===== src/include/acsp_map.vh =====
`ifndef ACSP_MAP_VH
`define ACSP_MAP_VH

// ****************************************************************
// field and word geometry, counted in serial bit clock periods
// ****************************************************************
`define ACSP_FIELD64_LAST  5'h1f
`define ACSP_FIELD32_LAST  5'h0f
`define ACSP_WORD_LONG     5'h12
`define ACSP_WORD_SHORT    5'h10
`define ACSP_SAMPLE_W      18

// ****************************************************************
// master clock cycles per bit clock half period, as divider taps
// ****************************************************************
`define ACSP_DIV64_TAP     1
`define ACSP_DIV32_TAP     2

// ****************************************************************
// reset values
// ****************************************************************
`define ACSP_CHAN_RESET    1'b1
`define ACSP_POS_RESET     5'h00

`endif


===== src/verilog/acsp_bit_launch.v =====
`timescale 1ns/1ps

// ****************************************************************
// serial data launcher: msb from a falling master clock edge,
// every later bit from a rising edge
// ****************************************************************
module acsp_bit_launch (
  // clock and reset
  input  wire        clk_sys_i,
  input  wire        rst_b_i,
  // word control, one-cycle pulses on the bit clock falling tick
  input  wire        load_i,
  input  wire        shift_i,
  input  wire [17:0] word_i,
  input  wire [4:0]  len_i,
  // serial data pin
  output wire        data_o
);

  reg [17:0] shreg_r;
  reg [4:0]  remain_r;
  reg        go_r;
  reg        go_msb_r;
  reg        next_val_r;
  reg        data_pos_r;
  reg        data_neg_r;
  reg        neg_sel_r;

  // a tick at edge t is launched at edge t+1; the msb copy leaves half a cycle earlier
  always @(posedge clk_sys_i or negedge rst_b_i) begin
    if (!rst_b_i) begin
      shreg_r    <= 18'h00000;
      remain_r   <= 5'h00;
      go_r       <= 1'b0;
      go_msb_r   <= 1'b0;
      next_val_r <= 1'b0;
      data_pos_r <= 1'b0;
    end else begin
      go_r     <= load_i | shift_i;
      go_msb_r <= load_i;
      if (load_i) begin
        next_val_r <= word_i[17];
        shreg_r    <= {word_i[16:0], 1'b0};
        remain_r   <= len_i - 5'h01;
      end else if (shift_i) begin
        // line idles low once the word is out
        next_val_r <= (remain_r != 5'h00) ? shreg_r[17] : 1'b0;
        shreg_r    <= {shreg_r[16:0], 1'b0};
        if (remain_r != 5'h00) begin
          remain_r <= remain_r - 5'h01;
        end
      end
      if (go_r) begin
        data_pos_r <= next_val_r;
      end
    end
  end

  always @(negedge clk_sys_i or negedge rst_b_i) begin
    if (!rst_b_i) begin
      data_neg_r <= 1'b0;
      neg_sel_r  <= 1'b0;
    end else begin
      data_neg_r <= next_val_r;
      neg_sel_r  <= go_msb_r;
    end
  end

  // both flops hold the msb when the select falls back, so no glitch
  assign data_o = neg_sel_r ? data_neg_r : data_pos_r;

endmodule // acsp_bit_launch


===== src/verilog/acsp_serial_port.v =====
`timescale 1ns/1ps
`include "acsp_map.vh"

module acsp_serial_port (
  // clock and reset
  input  wire        clk_sys_i,
  input  wire        rst_b_i,
  // static mode pins
  input  wire        frame64_i,
  input  wire        mode_s0_i,
  input  wire        mode_s1_i,
  input  wire        word18_i,
  // converter samples, same clock domain
  input  wire [17:0] sample_left_i,
  input  wire [17:0] sample_right_i,
  // serial bit clock pin
  input  wire        serial_bit_clock_i,
  output reg         serial_bit_clock_o,
  output reg         serial_bit_clock_oe_o,
  // channel select pin
  input  wire        channel_select_i,
  output reg         channel_select_o,
  output reg         channel_select_oe_o,
  // word strobe pin
  input  wire        word_strobe_i,
  output reg         word_strobe_o,
  output reg         word_strobe_oe_o,
  // serial data pin
  output wire        data_o
);

  // ****************************************************************
  // helpers
  // ****************************************************************
  function [4:0] field_last;
    input f64;
    begin
      field_last = f64 ? `ACSP_FIELD64_LAST : `ACSP_FIELD32_LAST;
    end
  endfunction

  function [4:0] word_len;
    input f64;
    input w18;
    begin
      word_len = (f64 && w18) ? `ACSP_WORD_LONG : `ACSP_WORD_SHORT;
    end
  endfunction

  // latest start keeps the word right justified in its field
  function [4:0] start_limit;
    input f64;
    input w18;
    begin
      start_limit = f64 ? (field_last(f64) - word_len(f64, w18) + 5'h01) : 5'h00;
    end
  endfunction

  // ****************************************************************
  // pin synchronisers
  // ****************************************************************
  reg [3:0] mode_m_r;
  reg [3:0] mode_r;
  reg       ws_m_r;
  reg       ws_s_r;
  reg       bck_m_r;
  reg       bck_s_r;
  reg       lr_m_r;
  reg       lr_s_r;
  reg       bck_h_r;
  reg       mode_ok_m_r;
  reg       mode_ok_r;

  always @(posedge clk_sys_i or negedge rst_b_i) begin
    if (!rst_b_i) begin
      mode_m_r <= 4'h0;
      mode_r   <= 4'h0;
      ws_m_r   <= 1'b0;
      ws_s_r   <= 1'b0;
      bck_h_r  <= 1'b0;
      mode_ok_m_r <= 1'b0;
      mode_ok_r   <= 1'b0;
    end else begin
      mode_m_r <= {word18_i, mode_s1_i, mode_s0_i, frame64_i};
      mode_r   <= mode_m_r;
      // pin drivers stay off until the synced mode is real, else a slave drives for two cycles
      mode_ok_m_r <= 1'b1;
      mode_ok_r   <= mode_ok_m_r;
      ws_m_r   <= word_strobe_i;
      ws_s_r   <= ws_m_r;
      bck_h_r  <= bck_s_r;
    end
  end

  // bit clock and channel select share the falling edge sample
  always @(negedge clk_sys_i or negedge rst_b_i) begin
    if (!rst_b_i) begin
      bck_m_r <= 1'b0;
      bck_s_r <= 1'b0;
      lr_m_r  <= `ACSP_CHAN_RESET;
      lr_s_r  <= `ACSP_CHAN_RESET;
    end else begin
      bck_m_r <= serial_bit_clock_i;
      bck_s_r <= bck_m_r;
      lr_m_r  <= channel_select_i;
      lr_s_r  <= lr_m_r;
    end
  end

  wire f64       = mode_r[0];
  wire s0        = mode_r[1];
  wire s1        = mode_r[2];
  wire w18       = mode_r[3];
  wire is_master = ~s1;
  wire ws_out    = is_master & ~s0;
  wire ws_in     = s0 & f64;

  // ****************************************************************
  // master divider: no dependence on any receiver clock
  // ****************************************************************
  reg  [2:0] div_r;
  reg        mbck_r;
  wire       mbck_nxt = f64 ? div_r[`ACSP_DIV64_TAP] : div_r[`ACSP_DIV32_TAP];
  wire       m_fall   = mbck_r & ~mbck_nxt;
  wire       s_fall   = bck_h_r & ~bck_s_r;
  wire       fall_tick = is_master ? m_fall : s_fall;

  always @(posedge clk_sys_i or negedge rst_b_i) begin
    if (!rst_b_i) begin
      div_r  <= 3'h0;
      mbck_r <= 1'b0;
    end else begin
      div_r  <= div_r + 3'h1;
      mbck_r <= mbck_nxt;
    end
  end

  // ****************************************************************
  // field tracking and word start
  // ****************************************************************
  reg  [4:0] pos_r;
  reg        channel_select_r;
  reg        started_r;
  reg        wsq_r;
  reg        first_r;
  wire [4:0] last    = field_last(f64);
  wire [4:0] limit   = start_limit(f64, w18);
  // slave field boundary is a channel select change seen with a bit clock fall
  wire       fstart  = is_master ? ((pos_r == last) | first_r) : (lr_s_r != channel_select_r);
  // the first master tick opens the left field instead of toggling away from it
  wire       channel_select_nx = fstart ? (is_master ? (first_r ? channel_select_r : ~channel_select_r) : lr_s_r) : channel_select_r;
  wire [4:0] pos_nx  = fstart ? 5'h00 : ((pos_r == last) ? last : pos_r + 5'h01);
  wire       busy    = started_r & ~fstart;
  reg        start_c;

  always @* begin
    start_c = 1'b0;
    if (fall_tick && !busy) begin
      if (!f64) begin
        start_c = (pos_nx == 5'h00);
      end else if (ws_in) begin
        start_c = ((pos_nx != 5'h00) && ws_s_r) || (pos_nx == limit);
      end else begin
        start_c = (pos_nx == limit);
      end
    end
  end

  always @(posedge clk_sys_i or negedge rst_b_i) begin
    if (!rst_b_i) begin
      pos_r     <= `ACSP_POS_RESET;
      channel_select_r    <= `ACSP_CHAN_RESET;
      started_r <= 1'b0;
      wsq_r     <= 1'b0;
      first_r   <= 1'b1;
    end else if (fall_tick) begin
      first_r   <= 1'b0;
      pos_r     <= pos_nx;
      channel_select_r    <= channel_select_nx;
      started_r <= busy | start_c;
      // strobe rises one bit ahead of the msb period
      wsq_r     <= f64 && (pos_nx == limit - 5'h01);
    end
  end

  // ****************************************************************
  // pin outputs, all launched from rising edges
  // ****************************************************************
  always @(posedge clk_sys_i or negedge rst_b_i) begin
    if (!rst_b_i) begin
      serial_bit_clock_o    <= 1'b0;
      serial_bit_clock_oe_o <= 1'b0;
      channel_select_o      <= `ACSP_CHAN_RESET;
      channel_select_oe_o   <= 1'b0;
      word_strobe_o         <= 1'b0;
      word_strobe_oe_o      <= 1'b0;
    end else begin
      serial_bit_clock_o    <= mbck_r;
      serial_bit_clock_oe_o <= is_master & mode_ok_r;
      channel_select_o      <= channel_select_r;
      channel_select_oe_o   <= is_master & mode_ok_r;
      // short frames hold the strobe high in its output mode
      word_strobe_o         <= mode_ok_r & (f64 ? wsq_r : 1'b1);
      word_strobe_oe_o      <= ws_out & mode_ok_r;
    end
  end

  // ****************************************************************
  // serial data
  // ****************************************************************
  wire [17:0] word_sel = channel_select_nx ? sample_left_i : sample_right_i;

  acsp_bit_launch u_launch (
    .clk_sys_i (clk_sys_i),
    .rst_b_i   (rst_b_i),
    .load_i    (start_c),
    .shift_i   (fall_tick & ~start_c),
    .word_i    (word_sel),
    .len_i     (word_len(f64, w18)),
    .data_o    (data_o)
  );

endmodule // acsp_serial_port


===== config.mk =====
export PLATFORM = sky130hd
export DESIGN_NAME = acsp_serial_port
export DESIGN_NICKNAME = d
export VERILOG_FILES = /design/src/verilog/acsp_bit_launch.v /design/src/verilog/acsp_serial_port.v
export VERILOG_INCLUDE_DIRS = /design/src /design/src/include
export SDC_FILE = /design/constraint.sdc
export NUM_CORES = 1
export LEC_CHECK = 0
export ABC_AREA = 1
export CELL_PAD_IN_SITES_DETAIL_PLACEMENT = 0
export CELL_PAD_IN_SITES_GLOBAL_PLACEMENT = 2
export CORE_MARGIN = 10
export CORE_UTILIZATION = 41
export DETAILED_ROUTE_END_ITERATION = 6
export DONT_BUFFER_PORTS = 1
export PLACE_DENSITY_LB_ADDON = 0.1
export SKIP_LAST_GASP = 1
export SYNTH_ARGS = -nofsm -noshare
export SYNTH_HDL_FRONTEND = slang
export SYNTH_HIERARCHICAL = 1
export SYNTH_SLANG_ARGS = --single-unit

===== constraint.sdc =====
create_clock -name clk_sys_i -period 6 [get_ports clk_sys_i]
set_input_delay 1.2 -clock clk_sys_i [delete_from_list [all_inputs] [get_ports clk_sys_i]]
set_output_delay 1.2 -clock clk_sys_i [all_outputs]
set_load 0.01 [all_outputs]

==> flow_summary.ini <==
[run_status]
status = finished, final reports clean

[clock_network]
numCtsBuffers = 9
root_buffer = clkbuf_8
htree_num_levels = 3
clockBufferDepth = 2
cts_resized = 0
cts_tree = done
clock_sinks = 63
cts_hold_buf = 0
clk_pin_slew_ns = 0.08
post-cts-setup-buffers = 0
clkLatencyLatePin_ns = 0.37

[power]
power.density_nw_per_um2 = 393
p_leak_uw = 0.00160
vdd_drop_max_mv = 0.176

[logic_synthesis]
synth_common_cells = 98 x nand2_1, 54 x dfrtp_1, 25 x nand3_1
ys_types = 35
yosysMostFrequentCell = nand2_1
synth_ff_type = dfrtp_1
syn_inst = 323
ys_seq_area_frac = 0.529
synth_warnings = 6
ys_ff_latch = 63
synth_area_leader_cell = dfrtp_1
netlist_area_um2 = 2990
synth_area_leaders = dfrtp_1 45%, nand2_1 12%, mux2_4 4.5%
synth_edf_count = 0
syn_avg_cell_area_um2 = 9.27
async_reset_ff_frac = 1.00
synth_top_area_frac = 0.451

[run]
drv_cap = 0

[hold_path]
hold_path.class = reg -> reg

[grt]
grt_max_degree = 64
grt_overflow = 0
grt_pass1_wl_mm = 10.3
antenna_found_initial = 0
grt_pass1_vias = 2055
track_usage = 0.115

[sta]
whs_ns = 0.295
slew_violations = 0
tns_ns = 0
hold_viol_final = 0
finalClockSkew_ns = 0.0468
setup_viol = 0
rsz0062_at_grt = no

[worst_setup_path]
critical_path_arrival_ns = 5.87
start_kind = flip-flop
crit_path_top_delay_cell = dfstp_2
r2r_cells = 20
crit_path_end = u_launch/remain_r[4]
rr_endpoint = u_launch/remain_r[4]
worstSetupPathType = reg -> reg
crit_chain = inv_1, a21oi_1, o21ai_1, nand2_4, o21ai_0, nand2_1, nand2_1, nand3_1, o21ai_2, nand3_1, inv_1, inv_2, nand2_2, nand2_2, ha_1, nand3_1, nor2_1, nand2_1, nand3_1, nand2_1
path_max_fanout = 15
end_kind = flip-flop
crit_required_ns = 6.23
r2r-start = lr_s_r
slowest_delay_ns = 0.50
r2r_slack_ns = 0.36
startpoint = lr_s_r

[place]
place.gp.congestion = 0.801
place_hpwl_mm = 4.30
io_buffers = 0

[route]
drc = 0
wl_per_cell_um = 14.0
wl_mm = 6.12
drt_iter0_drc = 89
dr.pass1.iters = 4
vias = 2034
viasPerCell = 4.64
ant_nets = 0

[final_layout]
fill_cells = 719
area_delta_synth_final_pct = 10.4
final_nets = 382
layout-drive-gt1-share = 0.198
utilization = 0.461
n_antenna_cell = 0

[floorplan]
start_util = 0.417
die_y_um = 105
rows = 31
die_x_um = 105
die_area_um2 = 11100
io_pins = 52
coreArea_um2 = 7180
==> cells in the final DEF, fill, tap and decap left out, types with 4 or more instances in the layout <==
master    instances
nand2_1          98
dfrtp_1          54
inv_1            25
nand3_1          25
nor2_1           16
o21ai_0          12
nand2_2          11
mux2_4            9
mux2_2            9
clkbuf_8          9
a21oi_1           6
o21ai_1           6
conb_1            6
inv_2             5
dfstp_2           5
nand4_1           4
dfrtn_1           4
buf_4             4
==> layout make-up <==
class                           count  area [um2]  area share
Multi-Input combinational cell    225        1230       0.373
Clock buffer                       10         149      0.0450
Tap cell                           99         124      0.0375
Clock inverter                      8        77.6      0.0235
Inverter                           29         109      0.0329
Sequential cell                    63        1580       0.479
Timing Repair Buffer                4        30.0     0.00908
==> registers in the layout, indices dropped and copies added, names as in the netlist, 3 cells and up <==
signal and count:
div_r 3, mode_m_r 4, mode_r 4, pos_r 5, u_launch/remain_r 5, u_launch/shreg_r 17
==> through the flow <==
stage          power (uW)  area, um2  cells  worst slack [ns]
6_report             1300       3310    438             0.364
2_1_floorplan         848       3010    327             0.504
3_5_place_dp          907       3080    421             0.403
3_3_place_gp          907       3080    421             0.480
4_1_cts              1320       3310    438             0.365
5_1_grt              1390       3310    438            0.0631
==> critical path: cells and delay by family, from the launching register on <==
family          cells  cell delay [ns]
compound gates      4             0.45
fa+ha+maj           1             0.19
buf+inv             3             0.37
flops               1             0.50
simple gates       12             0.99
==> logic make-up after synthesis <==
family          Yosys count  share of synthesized area
simple gates            161                      0.237
flops                    63                      0.529
buf+inv                  39                     0.0644
compound gates           34                     0.0673
mux                      18                     0.0790
fa+ha+maj                 3                     0.0125
xor+xnor                  3                    0.00878
other cells               2                    0.00251
==> where the power goes <==
group | leakage [uW] | internal, uW | switching [uW] | total [uW]
combinational | 0.000704 | 139 | 173 | 312
sequential | 0.000781 | 523 | 60.3 | 583
clock | 0.000119 | 221 | 183 | 404
total | 0.00160 | 883 | 416 | 1300
==> layer usage <==
metal | up-vias | share of wire | GRT usage
met4 | 0 | 0.010 | 0.0471
met5 | - | 0 | 0
li1 | 1053 | - | -
met3 | 6 | 0.039 | 0.0384
met1 | 939 | 0.51 | 0.157
met2 | 36 | 0.44 | 0.162
==> worst min path at each step <==
| stage | slack, ns | cells past startpoint | to | start |
|---|---|---|---|---|
| 2_1_floorplan | 0.29 | 0 | bck_s_r | bck_m_r |
| 3_3_place_gp | 0.29 | 0 | bck_s_r | bck_m_r |
| 3_5_place_dp | 0.30 | 0 | bck_s_r | bck_m_r |
| 4_1_cts | 0.30 | 0 | bck_s_r | bck_m_r |
| 5_1_grt | 0.32 | 0 | bck_s_r | bck_m_r |
| 6_report | 0.29 | 0 | bck_s_r | bck_m_r |
(Power assumes the default switching activity.)
